===== src/inc/tbx_pkg.sv =====
// Package with register map, field layout and codes for the trigger bus crossbar
package tbx_pkg;
   // Register indices as printed; byte address is four times the index
   localparam logic [7:0] TBX_IDX_DIR_MODE  = 8'h3A;
   localparam logic [7:0] TBX_IDX_TRIG_LOW  = 8'h4F;
   localparam logic [7:0] TBX_IDX_TRIG_HIGH = 8'h50;
   localparam logic [7:0] TBX_IDX_BOARD     = 8'h51;
   // Extra read-only pin state register
   localparam logic [7:0] TBX_IDX_PIN_STATE = 8'h60;
   // Read-back register of the written direction/mode and board settings
   localparam logic [7:0] TBX_IDX_SHADOW    = 8'h61;
   localparam int TBX_ADDR_W   = 10;
   localparam int TBX_NUM_TRIG = 7;
   localparam int TBX_NUM_BRD  = 4;
   // Field positions
   localparam int TBX_MODE_LSB     = 0;
   localparam int TBX_TRIG_DIR_LSB = 9;
   localparam int TBX_TSEL_W       = 4;
   localparam int TBX_SUBSEL_BIT   = 15;
   localparam int TBX_BSEL_W       = 3;
   localparam int TBX_BRD_DIR_LSB  = 12;
   // Reset values: every pin an input, mode 0
   localparam logic [15:0] TBX_RST_REG = 16'h0000;
   // Trigger source codes
   localparam logic [3:0] TBX_TSRC_CNT0_ROUTE = 4'h7;
   localparam logic [3:0] TBX_TSRC_BRD0       = 4'h8;
   localparam logic [3:0] TBX_TSRC_BRD3       = 4'hB;
   localparam logic [2:0] TBX_BSRC_SPECIAL    = 3'h7;
   // Timebase sharing modes
   typedef enum logic [1:0] {
      TBX_MODE_LOCAL  = 2'h0,
      TBX_MODE_DRIVE  = 2'h1,
      TBX_MODE_SLAVE  = 2'h2,
      TBX_MODE_MASTER = 2'h3
   } tbx_mode_e;
   // Internal timing sources and settings for the trigger line and board pin selectors
   typedef struct packed {
      logic ai_first_start;
      logic ai_second_start;
      logic gated_convert_clock;
      logic ao_update;
      logic ao_first_start;
      logic counter_source_input;
      logic counter_gate;
      logic counter0_internal_out;
      logic counter0_output_pin;
      logic analog_in_stop;
      logic analog_in_start_pulse;
      logic acquisition_active;
      logic start_pin_output_choice;
      logic trigger_stretch_setting;
   } tbx_src_s;
   // Bus access phase states
   typedef enum logic [1:0] {
      TBX_ST_IDLE = 2'b01,
      TBX_ST_ACK  = 2'b10
   } tbx_state_e;
endpackage : tbx_pkg


===== src/tbx_crossbar.sv =====
// Trigger bus crossbar: register slave, trigger and board pin routing, timebase pin
//
// Contract
// - Per-line direction bits 9..15 of register 58
// - Four-bit source selector per trigger line
// - Codes 0-6 pick internal timing signals
// - Code 7 counter route, 8-11 board pins
// - Subselect bit picks counter output source
// - Three-bit board selector picks trigger line
// - Board code 7: stop or function pin
// - Board pin direction bits 12..15
// - Mode 0: local oscillator, pin undriven
// - Mode 1: drive pin, direct timebase
// - Mode 2: pin input is timebase
// - Mode 3: drive pin, buffered timebase
// - Input trigger lines feed internal selectors
// - Trigger lines power up as inputs
// - Function pin seven: active or start
//
// The Avalon-MM slave port was chosen for this implementation.
`timescale 1ns/1ps
`default_nettype none
module tbx_crossbar (
   input  wire logic                            core_clk_in,
   input  wire logic                            reset_n_in,
   // Avalon-MM slave
   input  wire logic [tbx_pkg::TBX_ADDR_W-1:0]  avs_address_in,
   input  wire logic                            avs_read_in,
   input  wire logic                            avs_write_in,
   input  wire logic [31:0]                     avs_writedata_in,
   input  wire logic [3:0]                      avs_byteenable_in,
   output logic      [31:0]                     avs_readdata_out,
   output logic                                 avs_waitrequest_out,
   output logic      [1:0]                      avs_response_out,
   // Internal timing sources
   input  wire tbx_pkg::tbx_src_s               src_in,
   // Trigger lines
   input  wire logic [6:0]                      sync_trigger_line_in,
   output logic      [6:0]                      sync_trigger_line_out,
   output logic      [6:0]                      sync_trigger_line_oe_out,
   // Board side pins
   input  wire logic [3:0]                      board_side_pin_in,
   output logic      [3:0]                      board_side_pin_out,
   output logic      [3:0]                      board_side_pin_oe_out,
   // Shared oscillator pin
   input  wire logic                            shared_osc_pin_in,
   output logic                                 shared_osc_pin_out,
   output logic                                 shared_osc_pin_oe_out,
   input  wire logic                            local_oscillator_input_in,
   // Received trigger lines towards internal selectors
   output logic      [6:0]                      trig_to_selectors_out,
   // Timebase selection result
   output logic                                 timebase_from_pin_out,
   output logic                                 timebase_buffered_out
);
   // Configuration registers
   logic [15:0] dir_mode_r;     // Trigger dirs and timebase mode
   logic [15:0] trig_low_r;     // Selectors lines 0..3
   logic [15:0] trig_high_r;    // Selectors lines 4..6 and subselect
   logic [15:0] board_r;        // Board selectors and dirs
   tbx_pkg::tbx_state_e state_r;
   tbx_pkg::tbx_state_e state_nxt;
   logic [31:0] rdata_nxt;
   logic [1:0]  resp_nxt;

   // Synchronised pins
   logic [6:0] trig_sync;
   logic [3:0] brd_sync;
   logic       cnt_pin_sync;
   logic       osc_sync;       // Local oscillator level after two flops

   tbx_sync #(.WIDTH(13)) u_sync (
      .core_clk_in (core_clk_in),
      .reset_n_in  (reset_n_in),
      .async_in    ({local_oscillator_input_in, src_in.counter0_output_pin,
                     board_side_pin_in, sync_trigger_line_in}),
      .sync_out    ({osc_sync, cnt_pin_sync, brd_sync, trig_sync})
   );

   // Address decode
   wire [7:0] word_idx = avs_address_in[tbx_pkg::TBX_ADDR_W-1:2];
   wire       aligned  = (avs_address_in[1:0] == 2'h0);
   wire       hit_dir  = aligned && (word_idx == tbx_pkg::TBX_IDX_DIR_MODE);
   wire       hit_tlo  = aligned && (word_idx == tbx_pkg::TBX_IDX_TRIG_LOW);
   wire       hit_thi  = aligned && (word_idx == tbx_pkg::TBX_IDX_TRIG_HIGH);
   wire       hit_brd  = aligned && (word_idx == tbx_pkg::TBX_IDX_BOARD);
   wire       hit_pin  = aligned && (word_idx == tbx_pkg::TBX_IDX_PIN_STATE);
   wire       hit_shd  = aligned && (word_idx == tbx_pkg::TBX_IDX_SHADOW);
   wire       mapped   = hit_dir | hit_tlo | hit_thi | hit_brd | hit_pin | hit_shd;
   // Write-only registers read as zero at their own offsets
   wire       rd_zero  = hit_dir | hit_tlo | hit_thi | hit_brd;
   wire       req      = avs_read_in | avs_write_in;
   wire       wr_fire  = avs_write_in && (state_r == tbx_pkg::TBX_ST_IDLE);

   // Byte-lane merge of a 16-bit register
   function automatic logic [15:0] merge16(input logic [15:0] old,
                                           input logic [31:0] wd,
                                           input logic [3:0]  be);
      merge16 = {be[1] ? wd[15:8] : old[15:8], be[0] ? wd[7:0] : old[7:0]};
   endfunction : merge16

   // Pin state word for software
   wire [31:0] pin_word = {7'h00, timebase_from_pin_out, shared_osc_pin_oe_out,
                           board_side_pin_oe_out, sync_trigger_line_oe_out,
                           1'b0, brd_sync, trig_sync};
   wire [31:0] shd_word = {dir_mode_r, board_r};

   // Read mux; unmapped answers decode error
   always_comb begin
      rdata_nxt = 32'h0000_0000;
      resp_nxt  = 2'h0;
      if (!mapped) begin
         resp_nxt = 2'h3;                // Decode error
      end else if (avs_read_in && hit_pin) begin
         rdata_nxt = pin_word;
      end else if (avs_read_in && hit_shd) begin
         rdata_nxt = shd_word;
      end else if (avs_read_in && rd_zero) begin
         rdata_nxt = 32'h0000_0000;
      end
   end

   // Two-phase handshake: accept, then drop waitrequest one cycle
   always_comb begin
      case (state_r)
         tbx_pkg::TBX_ST_IDLE: state_nxt = req ? tbx_pkg::TBX_ST_ACK : tbx_pkg::TBX_ST_IDLE;
         tbx_pkg::TBX_ST_ACK:  state_nxt = tbx_pkg::TBX_ST_IDLE;
         default:              state_nxt = tbx_pkg::TBX_ST_IDLE;
      endcase
   end

   // Bus state and answer flops
   always_ff @(posedge core_clk_in or negedge reset_n_in) begin
      if (!reset_n_in) begin
         state_r             <= tbx_pkg::TBX_ST_IDLE;
         avs_waitrequest_out <= 1'b1;
         avs_readdata_out    <= 32'h0000_0000;
         avs_response_out    <= 2'h0;
      end else begin
         state_r             <= state_nxt;
         avs_waitrequest_out <= !(req && state_r == tbx_pkg::TBX_ST_IDLE);
         avs_readdata_out    <= rdata_nxt;
         avs_response_out    <= resp_nxt;
      end
   end

   // Register writes; reset leaves every pin an input
   always_ff @(posedge core_clk_in or negedge reset_n_in) begin
      if (!reset_n_in) begin
         dir_mode_r  <= tbx_pkg::TBX_RST_REG;
         trig_low_r  <= tbx_pkg::TBX_RST_REG;
         trig_high_r <= tbx_pkg::TBX_RST_REG;
         board_r     <= tbx_pkg::TBX_RST_REG;
      end else if (wr_fire) begin
         if (hit_dir) dir_mode_r  <= merge16(dir_mode_r,  avs_writedata_in, avs_byteenable_in);
         if (hit_tlo) trig_low_r  <= merge16(trig_low_r,  avs_writedata_in, avs_byteenable_in);
         if (hit_thi) trig_high_r <= merge16(trig_high_r, avs_writedata_in, avs_byteenable_in);
         if (hit_brd) board_r     <= merge16(board_r,     avs_writedata_in, avs_byteenable_in);
      end
   end

   // Field extraction
   wire [6:0]  trig_dir = dir_mode_r[tbx_pkg::TBX_TRIG_DIR_LSB +: 7];
   wire [3:0]  brd_dir  = board_r[tbx_pkg::TBX_BRD_DIR_LSB +: 4];
   wire [1:0]  mode_raw = dir_mode_r[tbx_pkg::TBX_MODE_LSB +: 2];
   wire [27:0] tsel_all = {trig_high_r[11:0], trig_low_r};
   wire        subsel   = trig_high_r[tbx_pkg::TBX_SUBSEL_BIT];

   // Counter route: internal output or pin level
   wire cnt_route = subsel ? cnt_pin_sync : src_in.counter0_internal_out;

   // Function pin seven: active flag or start pulse, stretched one cycle
   logic start_d_r;
   always_ff @(posedge core_clk_in or negedge reset_n_in) begin
      if (!reset_n_in) start_d_r <= 1'b0;
      else             start_d_r <= src_in.analog_in_start_pulse;
   end
   wire start_str = src_in.analog_in_start_pulse |
                    (src_in.trigger_stretch_setting & start_d_r);
   wire fpin7     = src_in.start_pin_output_choice ? src_in.acquisition_active
                                                   : start_str;

   // Internal source vector indexed by code 0..7
   wire [7:0] int_src = {cnt_route, src_in.counter_gate, src_in.counter_source_input,
                         src_in.ao_first_start, src_in.ao_update,
                         src_in.gated_convert_clock, src_in.ai_second_start,
                         src_in.ai_first_start};

   // Trigger line selection
   logic [6:0] trig_val;
   genvar t;
   generate
      for (t = 0; t < tbx_pkg::TBX_NUM_TRIG; t++) begin : g_trig
         wire [3:0] sel = tsel_all[t*4 +: 4];
         // Codes above 11 are unused and give a low level
         assign trig_val[t] = (sel <= tbx_pkg::TBX_TSRC_CNT0_ROUTE) ? int_src[sel[2:0]] :
                              (sel <= tbx_pkg::TBX_TSRC_BRD3) ? brd_sync[sel[1:0]] :
                              1'b0;
      end
   endgenerate

   // Board pin selection
   logic [3:0] brd_val;
   genvar b;
   generate
      for (b = 0; b < tbx_pkg::TBX_NUM_BRD; b++) begin : g_brd
         wire [2:0] sel = board_r[b*3 +: 3];
         wire special = (b < 2) ? src_in.analog_in_stop : fpin7;
         assign brd_val[b] = (sel == tbx_pkg::TBX_BSRC_SPECIAL) ? special
                                                                : trig_sync[sel];
      end
   endgenerate

   // Oscillator pin control per mode
   wire osc_drive  = (mode_raw == tbx_pkg::TBX_MODE_DRIVE) ||
                     (mode_raw == tbx_pkg::TBX_MODE_MASTER);
   wire tb_pin     = (mode_raw == tbx_pkg::TBX_MODE_SLAVE);
   wire tb_buffer  = (mode_raw == tbx_pkg::TBX_MODE_MASTER);

   // Pin drive flops; input pins keep enable low
   always_ff @(posedge core_clk_in or negedge reset_n_in) begin
      if (!reset_n_in) begin
         sync_trigger_line_out    <= 7'h00;
         sync_trigger_line_oe_out <= 7'h00;
         board_side_pin_out       <= 4'h0;
         board_side_pin_oe_out    <= 4'h0;
         trig_to_selectors_out    <= 7'h00;
         shared_osc_pin_out       <= 1'b0;
         shared_osc_pin_oe_out    <= 1'b0;
         timebase_from_pin_out    <= 1'b0;
         timebase_buffered_out    <= 1'b0;
      end else begin
         sync_trigger_line_out    <= trig_val & trig_dir;
         sync_trigger_line_oe_out <= trig_dir;
         board_side_pin_out       <= brd_val & brd_dir;
         board_side_pin_oe_out    <= brd_dir;
         // Only input lines are offered to the internal selectors
         trig_to_selectors_out    <= trig_sync & ~trig_dir;
         // Local oscillator sampled as a level; three cycles late on the pin
         shared_osc_pin_out       <= osc_drive & osc_sync;
         shared_osc_pin_oe_out    <= osc_drive;
         timebase_from_pin_out    <= tb_pin;
         timebase_buffered_out    <= tb_buffer;
      end
   end
endmodule : tbx_crossbar
`default_nettype wire


===== src/tbx_sync.sv =====
// Two-flop synchroniser bank for pin inputs
`timescale 1ns/1ps
`default_nettype none
module tbx_sync #(
   parameter int WIDTH = 1
) (
   input  wire logic             core_clk_in,
   input  wire logic             reset_n_in,
   input  wire logic [WIDTH-1:0] async_in,
   output logic      [WIDTH-1:0] sync_out
);
   logic [WIDTH-1:0] meta_r;   // First stage, read only by second stage

   // Double flop to settle metastability
   always_ff @(posedge core_clk_in or negedge reset_n_in) begin
      if (!reset_n_in) begin
         meta_r   <= '0;
         sync_out <= '0;
      end else begin
         meta_r   <= async_in;
         sync_out <= meta_r;
      end
   end
endmodule : tbx_sync
`default_nettype wire


===== config.mk =====
export PLATFORM = sky130hd
export DESIGN_NAME = tbx_crossbar
export DESIGN_NICKNAME = d
export VERILOG_FILES = /design/src/inc/tbx_pkg.sv /design/src/tbx_crossbar.sv /design/src/tbx_sync.sv
export SDC_FILE = /design/constraint.sdc
export NUM_CORES = 1
export LEC_CHECK = 0
export BUFFER_PORTS_ARGS = -buffer_cell sky130_fd_sc_hd__buf_4
export CORE_ASPECT_RATIO = 1.75
export CORE_MARGIN = 2
export CORE_UTILIZATION = 54
export CTS_CLUSTER_DIAMETER = 200
export DETAILED_ROUTE_END_ITERATION = 8
export PLACE_DENSITY = 0.82
export SLEW_MARGIN = 20
export SYNTH_ARGS = -nofsm -noshare
export SYNTH_HDL_FRONTEND = slang
export SYNTH_SLANG_ARGS = --single-unit

===== constraint.sdc =====
create_clock -name core_clk_in -period 2.5 [get_ports core_clk_in]
set_clock_uncertainty 0.15 [all_clocks]
set_input_delay 0.5 -clock core_clk_in [delete_from_list [all_inputs] [get_ports core_clk_in]]
set_output_delay 0.5 -clock core_clk_in [all_outputs]
set_load 0.01 [all_outputs]

== Yosys cells after proc, flatten, opt, wreduce, memory -nomap -nowiden ==
Index checks and enable logic that the tools add are counted.

* Input bits: 77
* Bits in registers: 161
* Logic and storage cells: 166
* Output and inout port bits: 68

* Eq/ne operators: 14
* Reduce and logical (&&, ||, !) cells: 21
* Bitwise logic cells: 13
* Mux-type cells: 62
* Order comparisons: 32

{| class="wikitable"
|+ Operator list
! cell !! count
|-
| $mux W32 || 3
|-
| $lt A3 B4 Y1 const B || 11
|-
| $eq A8 B7 Y1 const B || 5
|-
| $mux W1 || 38
|-
| $bmux W1 S3 || 11
|-
| $le A4 B3 Y1 const B || 7
|-
| $le A4 B4 Y1 const B || 7
|-
| $reduce_and A3 Y1 || 8
|-
| $lt A2 B3 Y1 const B || 7
|-
| $and A7 B7 Y7 || 2
|-
| $bmux W1 S2 || 7
|-
| $eq A3 B3 Y1 const B || 4
|-
| $logic_and A1 B1 Y1 || 10
|-
| $eq A8 B6 Y1 const B || 1
|-
| $not A7 Y7 || 1
|-
| $or A1 B1 Y1 || 7
|-
| $mux W2 || 3
|-
| $and A4 B4 Y4 || 1
|-
| $eq A2 B1 Y1 const B || 2
|-
| $eq A2 B2 Y1 const B || 2
|-
| $and A1 B1 Y1 || 2
|-
| $logic_not A2 Y1 || 1
|-
| $logic_not A1 Y1 || 1
|-
| $logic_or A1 B1 Y1 || 1
|}

== Logic depth before layout (Yosys ltp) ==
Gate-level depths: netlist (run 1).

* Depth in word-level cells: 8
* Gate-level depth with buffers: 6
* Gate-level depth less buffers: 4

== By module ==
Synthesis (run 1) repeated with hierarchy kept, for this count alone.

* Cells, all modules: 410
* Area, all modules: 6366.1 um^2

{| class="wikitable"
|+ Modules (own cells, without submodules)
! module !! times used !! area each (um^2) !! sequential area each (um^2) !! cells each
|-
| tbx_crossbar || 1 || 5715.5 || 3280.6 || 384
|-
| tbx_sync || 1 || 650.6 || 650.6 || 26
|}

== Worst setup path after synthesis (run 1) ==
Ideal clock, no wire load.

* Path kind: in2reg
* Start: in avs_address_in[9] (netlist bit)
* End: reg trig_low_r[10]
* Buffers on the path: 0
* Path slack: 254 ps
* Required time: 2225 ps
* Arrival: 1971 ps
* Stages on the path: 4
* Setup time: 125 ps
* Cell sequence: or3_4 or4_4 nor2_8 mux2_2

* Longest elaborated chain between the ends: 3

{| class="wikitable"
|+ RTL lines
! what !! line !! source
|-
| start: declaration || tbx_crossbar.sv:27 || <nowiki>input wire logic [tbx_pkg::TBX_ADDR_W-1:0] avs_address_in,</nowiki>
|-
| $eq A8 B7 Y1 || tbx_crossbar.sv:84 || <nowiki>wire hit_tlo = aligned && (word_idx == tbx_pkg::TBX_IDX_TRIG_LOW);</nowiki>
|-
| $logic_and A1 B1 Y1 || tbx_crossbar.sv:84 ||
|-
| $reduce_and A3 Y1 (no line) || -- ||
|-
| end signal: assignment || tbx_crossbar.sv:151 || <nowiki>trig_low_r <= tbx_pkg::TBX_RST_REG;</nowiki>
|-
| end signal: assignment || tbx_crossbar.sv:156 || <nowiki>if (hit_tlo) trig_low_r <= merge16(trig_low_r, avs_writedata_in, avs_byteenable_in);</nowiki>
|-
| end: declaration || tbx_crossbar.sv:58 || <nowiki>logic [15:0] trig_low_r;</nowiki>
|}

No other way between the ends.
A chain may end at the register's enable or synchronous reset.

== Final worst setup path (run 1) ==
* Start: reg state_r[0]
* End: reg trig_high_r[4]

* Longest elaborated chain between the ends: 3

{| class="wikitable"
|+ RTL lines
! what !! line !! source
|-
| start: declaration || tbx_crossbar.sv:61 || <nowiki>tbx_pkg::tbx_state_e state_r;</nowiki>
|-
| start signal: assignment || tbx_crossbar.sv:135 || <nowiki>state_r <= tbx_pkg::TBX_ST_IDLE;</nowiki>
|-
| start signal: assignment || tbx_crossbar.sv:140 || <nowiki>state_r <= state_nxt;</nowiki>
|-
| $eq A2 B1 Y1 || tbx_crossbar.sv:93 || <nowiki>wire wr_fire = avs_write_in && (state_r == tbx_pkg::TBX_ST_IDLE);</nowiki>
|-
| $logic_and A1 B1 Y1 || tbx_crossbar.sv:93 ||
|-
| $reduce_and A3 Y1 (no line) || -- ||
|-
| end signal: assignment || tbx_crossbar.sv:152 || <nowiki>trig_high_r <= tbx_pkg::TBX_RST_REG;</nowiki>
|-
| end signal: assignment || tbx_crossbar.sv:157 || <nowiki>if (hit_thi) trig_high_r <= merge16(trig_high_r, avs_writedata_in, avs_byteenable_in);</nowiki>
|-
| end: declaration || tbx_crossbar.sv:59 || <nowiki>logic [15:0] trig_high_r;</nowiki>
|}

No other way between the ends.

==> results of run 1 <==
==> layout make-up <==
cell class,instances,area (µm²)
inverters,2,7.507
fillers,764,3500
clock inverters,8,82.58
well taps,135,168.9
flip-flops and latches,157,3931
clock buffers,24,491.7
multi-input cells,227,2270
repair buffers,136,1065
==> final timing paths <==
kind                            slack (ns)                     to  cells after the start
worst max-delay path                  0.47         trig_high_r[4]                      4
worst min-delay path                  0.03      u_sync.meta_r[11]                      1
worst max register to register        0.47         trig_high_r[4]                      4
worst min register to register        0.20     u_sync.sync_out[2]                      0
max in group asynchronous             1.10         dir_mode_r[11]                      3
min in group asynchronous             0.42  board_side_pin_out[1]                      2
==> placed cells by master (no fill, tap or decap), drive strengths merged, types with 3 or more instances in the layout <==
| cell type | count |
|---|---|
| nor3b | 3 |
| a311o | 7 |
| mux4 | 20 |
| a22o | 24 |
| nor2b | 11 |
| clkinvlp | 4 |
| nand3b | 7 |
| dfrtp | 155 |
| clkbuf | 24 |
| a21boi | 9 |
| mux2 | 72 |
| nand3 | 4 |
| nor2 | 5 |
| and3 | 3 |
| o21ai | 4 |
| mux2i | 9 |
| nand2b | 13 |
| inv | 3 |
| buf | 135 |
| nand2 | 6 |
| o22ai | 8 |
| and2 | 10 |
==> critical path, stage by stage, from the launching register on <==
cell,delay [ns]
dfstp_2,0.51
nor2b_1,0.27
and3_1,0.27
nand3_1,0.33
mux2_2,0.39
==> logic make-up after synthesis <==
kind of cell | Yosys count | synth area share, %
AND/OR/NAND/NOR | 70 | 7.336
AO/OA/AOI/OAI | 56 | 7.139
buffers and inverters | 25 | 2.268
flip-flops | 157 | 61.96
multiplexers | 101 | 21.30
==> through the flow <==
| stage | hold slack, ns | cell area (µm²) | cells | total power, W | utilization (%) |
|---|---|---|---|---|---|
| 4_1_cts | 0.01696 | 8016 | 689 | 0.005474 | 69.61 |
| 3_5_place_dp | 0.1847 | 7432 | 656 | 0.003018 | 64.54 |
| 5_1_grt | 0.01118 | 8016 | 689 | 0.005623 | 69.61 |
| 2_1_floorplan | 0.05441 | 6345 | 409 | 0.002803 | - |
| 3_3_place_gp | 0.1817 | 7432 | 656 | 0.003004 | 64.54 |
| 6_report | 0.02872 | 8016 | 689 | 0.005438 | 69.61 |
==> power by group through the flow <==
stage	combinational, W	clock [W]	sequential [W]
2_1_floorplan	0.000115	0	0.00269
3_3_place_gp	0.000308	0	0.00270
3_5_place_dp	0.000317	0	0.00270
4_1_cts	0.000322	0.00250	0.00266
5_1_grt	0.000351	0.00261	0.00266
6_report	0.000319	0.00246	0.00266
==> flip-flops by register name, summed over array words and instances, names as in the netlist <==
signal,count
board_side_pin_out,4
trig_high_r,13
trig_to_selectors_out,7
trig_low_r,16
shared_osc_pin_out,1
avs_waitrequest_out,1
timebase_buffered_out,1
start_d_r,1
timebase_from_pin_out,1
avs_readdata_out,32
state_r,2
shared_osc_pin_oe_out,1
avs_response_out,1
u_sync.meta_r,13
sync_trigger_line_out,7
dir_mode_r,16
board_r,16
sync_trigger_line_oe_out,7
board_side_pin_oe_out,4
u_sync.sync_out,13
==> routing by layer <==
metal	GRT usage, %	up-vias	share of wire, %
met5	0	-	0
met4	11.27	0	3.5
met3	6.365	32	6.0
met2	43.53	185	55
met1	29.22	2085	35
li1	-	1782	-
==> repair_timing <==
action	in CTS	in global routing
hold buffers	1	0
endpoints found under the hold margin	41	0
endpoints found under the setup margin	0	0
==> impl_metrics.json, run 1 <==
{
  "status": "complete, no violations",
  "p_sw_share_pct": 21.96,
  "diodes": 0,
  "start_util_pct": 55.10,
  "power_frac_clock_pct": 45.3,
  "synth_top_area_share_pct": 61.13,
  "drt_iter0_markers": 260,
  "cts_inserted_buffers": 17,
  "gp_congestion": 0.8399,
  "synth_cell_types": 36,
  "postCtsSetupBuffers": 0,
  "fin_ws_ns": 0.4656,
  "vias_per_cell": 5.927,
  "ys_warn_count": 0,
  "crit_arrival_ns": 2.18,
  "crit_path_start_kind": "flip-flop",
  "worst_slew_pin_slew_ns": 0.4069,
  "grt_setup_unrepaired": "false",
  "grt_max_degree": 67,
  "crit_required_ns": 2.65,
  "areaGrowthSynthToFinish_pct": 26.35,
  "core_region_area_um2": 11520,
  "synthMostInstantiatedCell": "dfrtp_1",
  "grt_use_total_pct": 25.21,
  "clk_pin_slew_ns": 0.06,
  "ios": 145,
  "slew_violations": 0,
  "clk_latency_ns": 0.42,
  "crit_type": "reg2reg",
  "p_int_w": 0.004244,
  "synth_largest_area_cell": "dfrtp_1",
  "irDropWorstVdd_v": 0.0005235,
  "avgSynthCellArea_um2": 15.51,
  "seq_power_share_pct": 48.9,
  "hpwl_mm": 10.61,
  "drt-wirelength-per-cell_um": 21.67,
  "layout.nets": 618,
  "place_ws_ns": 0.04567,
  "root_buffer": "clkbuf_16",
  "synth.cell_area_um2": 6345,
  "tritoncts": "yes",
  "die_area_um2": 12670,
  "setup_viol": 0,
  "grt_overflow_total": 0,
  "layout-drive-gt1-share_pct": 47.11,
  "cts_max_path_buffers": 2,
  "p_leak_nw": 3.900,
  "die_w_um": 85.94,
  "num_vias": 4084,
  "p_per_area_nw_per_um2": 678.4,
  "fmax_mhz": 491.5,
  "syn_inst": 409,
  "min_from": "src_in[5]",
  "p_switching_w": 0.001195,
  "post-route-min-period_ns": 2.034,
  "synth_edf_count": 0,
  "htree_levels": 4,
  "rows": 52,
  "ys_seq_area_share_pct": 61.96,
  "die_height_um": 147.4,
  "finalHoldViolCount": 0,
  "hp-class": "in2reg",
  "tns_ns": 0,
  "endpoint_kind": "flip-flop",
  "synthArstFlopShare_pct": 100.0,
  "port-buffer-count": 125,
  "min_period_over_period_pct": 81.38,
  "drc": 0,
  "detail_route.first_pass.iterations": 4,
  "clock_sinks": 157,
  "cts_resized": 0,
  "ys_seq_elements": 157,
  "slew_headroom_pct": 72.80,
  "yosys-top-cells-area": "dfrtp_1 (61%), mux2_2 (13%), mux4_2 (7.1%), a22o_1 (3.3%), mux2i_1 (1.4%)",
  "grt_pass1_vias": 4410,
  "yosys-top-cells-count": "dfrtp_1 (155), mux2_2 (71), a22o_1 (24), mux4_2 (20), nand2b_1 (13)",
  "syn_nets": 486,
  "worstPathMaxFanout": 8,
  "startpoint": "state_r[0]",
  "antenna_found_initial": 0,
  "ys.flop_type": "dfrtp_1",
  "comb_power_share_pct": 5.9,
  "ant_nets": 0,
  "r2r_start": "state_r[0]",
  "max_cap_viol_count": 0,
  "routed_wl_mm": 14.93,
  "grt_pass1_wl_mm": 23.83
}
No activity file was read; power rests on OpenSTA's default activity.
==> run 2: changes to the inputs <==
- CORE_UTILIZATION: 54 -> 48
- PLACE_DENSITY: 0.82 -> 0.77
- clock period: 2.5 -> 1.79 ns (I/O delays scaled with it)
==> run 2 against run 1 <==
The flow now finishes with violations (setup timing). Final cell count increased by 8.7%. Worst hold slack improved by 0.0056 ns. Wire length increased by 6.7%. Non-clock buffer count increased by 26. Cell area increased by 6.3%. Critical path type is now in2reg. Critical endpoint is now trig_low_r[9]. Highest routed layer unchanged.
==> impl_metrics.json, run 2 (same netlist as run 1, synthesis figures left out) <==
{
  "grt_max_degree": 42,
  "reg2reg_depth": 5,
  "core_region_area_um2": 12940,
  "irDropWorstVdd_v": 0.0007068,
  "tritoncts": "yes",
  "die_area_um2": 14190,
  "final_common_cell": "dfrtp_1",
  "crit_path_start_kind": "primary input",
  "holdPathEnd": "state_r[0]",
  "drc": 0,
  "worstPathMaxFanout": 8,
  "layoutNonFillerInstCount": 749,
  "root_buffer": "clkbuf_16",
  "ant_nets": 0,
  "antenna_found_initial": 0,
  "drt-wirelength-per-cell_um": 21.28,
  "cts_max_path_buffers": 2,
  "clock_sinks": 157,
  "cts_inserted_buffers": 17,
  "start_util_pct": 49.04,
  "fin_area_um2": 8523,
  "gp_congestion": 0.8610,
  "layout_common_cells": "dfrtp_1 (151), buf_4 (135), mux2_2 (58)",
  "slew_violations": 0,
  "grt_setup_unrepaired": "true",
  "hpwl_mm": 11.17,
  "port-buffer-count": 125,
  "crit_required_ns": 1.93,
  "min_from": "avs_write_in",
  "p_leak_nw": 4.098,
  "post-route-min-period_ns": 1.842,
  "slew_headroom_pct": 71.59,
  "grt_use_total_pct": 23.26,
  "largest_reg_flops": 32,
  "status": "finished with violations",
  "r2r_setup_slack_ns": 0.03,
  "whs_path_depth": 2,
  "endpoint_kind": "flip-flop",
  "rr_endpoint": "board_r[6]",
  "routed_wl_mm": 15.94,
  "layout-drive-gt1-share_pct": 49.48,
  "htree_levels": 4,
  "ios": 145,
  "crit_type": "in2reg",
  "crit_arrival_ns": 1.98,
  "fin_ws_ns": -0.05187,
  "grt_pass1_vias": 4561,
  "finalHoldViolCount": 0,
  "fmax_mhz": 542.9,
  "detail_route.first_pass.iterations": 4,
  "hp-class": "in2reg",
  "grt_overflow_total": 0,
  "rows": 55,
  "max_cap_viol_count": 0,
  "setup_viol": 16,
  "p_per_area_nw_per_um2": 944.6,
  "die_w_um": 90.91,
  "vias_per_cell": 5.700,
  "areaGrowthSynthToFinish_pct": 34.33,
  "num_vias": 4269,
  "placed_cells": 702,
  "grt_pass1_wl_mm": 24.84,
  "min_period_over_period_pct": 102.9,
  "worst_slew_pin_slew_ns": 0.4262,
  "r2r_start": "state_r[0]",
  "die_height_um": 156.1,
  "clk_pin_slew_ns": 0.06,
  "drt_iter0_markers": 225,
  "placed_cell_area_um2": 7607,
  "hold_slack_ns": 0.03428,
  "clk_latency_ns": 0.41,
  "layout.nets": 644,
  "diodes": 0,
  "violations": "setup timing",
  "regMostFlops": "avs_readdata_out",
  "fill_cells": 930
}
[run 2: worst max path at each step]
| stage | slack [ns] | to | cells past startpoint | from |
|---|---|---|---|---|
| finish | -0.05 | trig_low_r[9] | 5 | avs_address_in[9] |
| global route | -0.08 | trig_low_r[9] | 5 | avs_address_in[9] |
| CTS | -0.05 | trig_low_r[7] | 5 | avs_address_in[9] |
| detailed placement | -0.54 | board_r[11] | 7 | avs_address_in[9] |
| global placement | -0.53 | board_r[11] | 7 | avs_address_in[9] |
| floorplan | -0.31 | trig_low_r[10] | 4 | avs_address_in[9] |
[run 2: area by class of cell]
class / count / area (µm²) / share of cell area [%]
Clock buffer: 20 / 456.7 / 5.358
Clock inverter: 10 / 162.7 / 1.908
Inverter: 2 / 7.507 / 0.08808
Multi-Input combinational cell: 227 / 2389 / 28.02
Sequential cell: 157 / 3936 / 46.18
Tap cell: 171 / 214.0 / 2.510
Timing Repair Buffer: 162 / 1358 / 15.93
[run 2: per-layer routing]
| metal | wire length, µm | vias to the layer above | global-route usage (%) |
|---|---|---|---|
| met5 | 0 | - | 0 |
| met4 | 757 | 0 | 12.77 |
| met3 | 911 | 51 | 4.155 |
| met2 | 8846 | 208 | 42.36 |
| met1 | 5420 | 2179 | 25.51 |
| li1 | - | 1831 | - |
[run 2: what timing repair did]
item                                   CTS  global route
setup buffers                            0             0
setup endpoints to repair               62            65
resized for setup                       17            16
hold buffers                            17             0
pin swaps                                1             1
endpoints found under the hold margin   47             0
[run 2: worst max-delay path: stages]
cell	delay (ns)
buf_6	0.09
or3_4	0.38
or4_4	0.60
nor2_8	0.21
mux2_1	0.35
[run 2: through the flow]
stage / setup TNS [ns] / setup WS (ns) / utilization (%) / total power, W
6_report: -0.5847 / -0.05187 / 65.88 / 0.008051
5_1_grt: -0.9056 / -0.08325 / 65.88 / 0.008309
4_1_cts: -0.5850 / -0.05059 / 65.45 / 0.008096
3_5_place_dp: -35.69 / -0.5405 / 58.80 / 0.004263
3_3_place_gp: -33.12 / -0.5346 / 58.80 / 0.004245
2_1_floorplan: -9.087 / -0.3142 / - / 0.003916
[run 2: power by group]
part	leakage, nW	switching (W)	total [W]	internal, W
clock network	0.299	0.00137	0.00377	0.00240
logic	1.70	0.000271	0.000566	0.000295
registers	2.10	0.0000709	0.00372	0.00365
total	4.10	0.00171	0.00805	0.00634
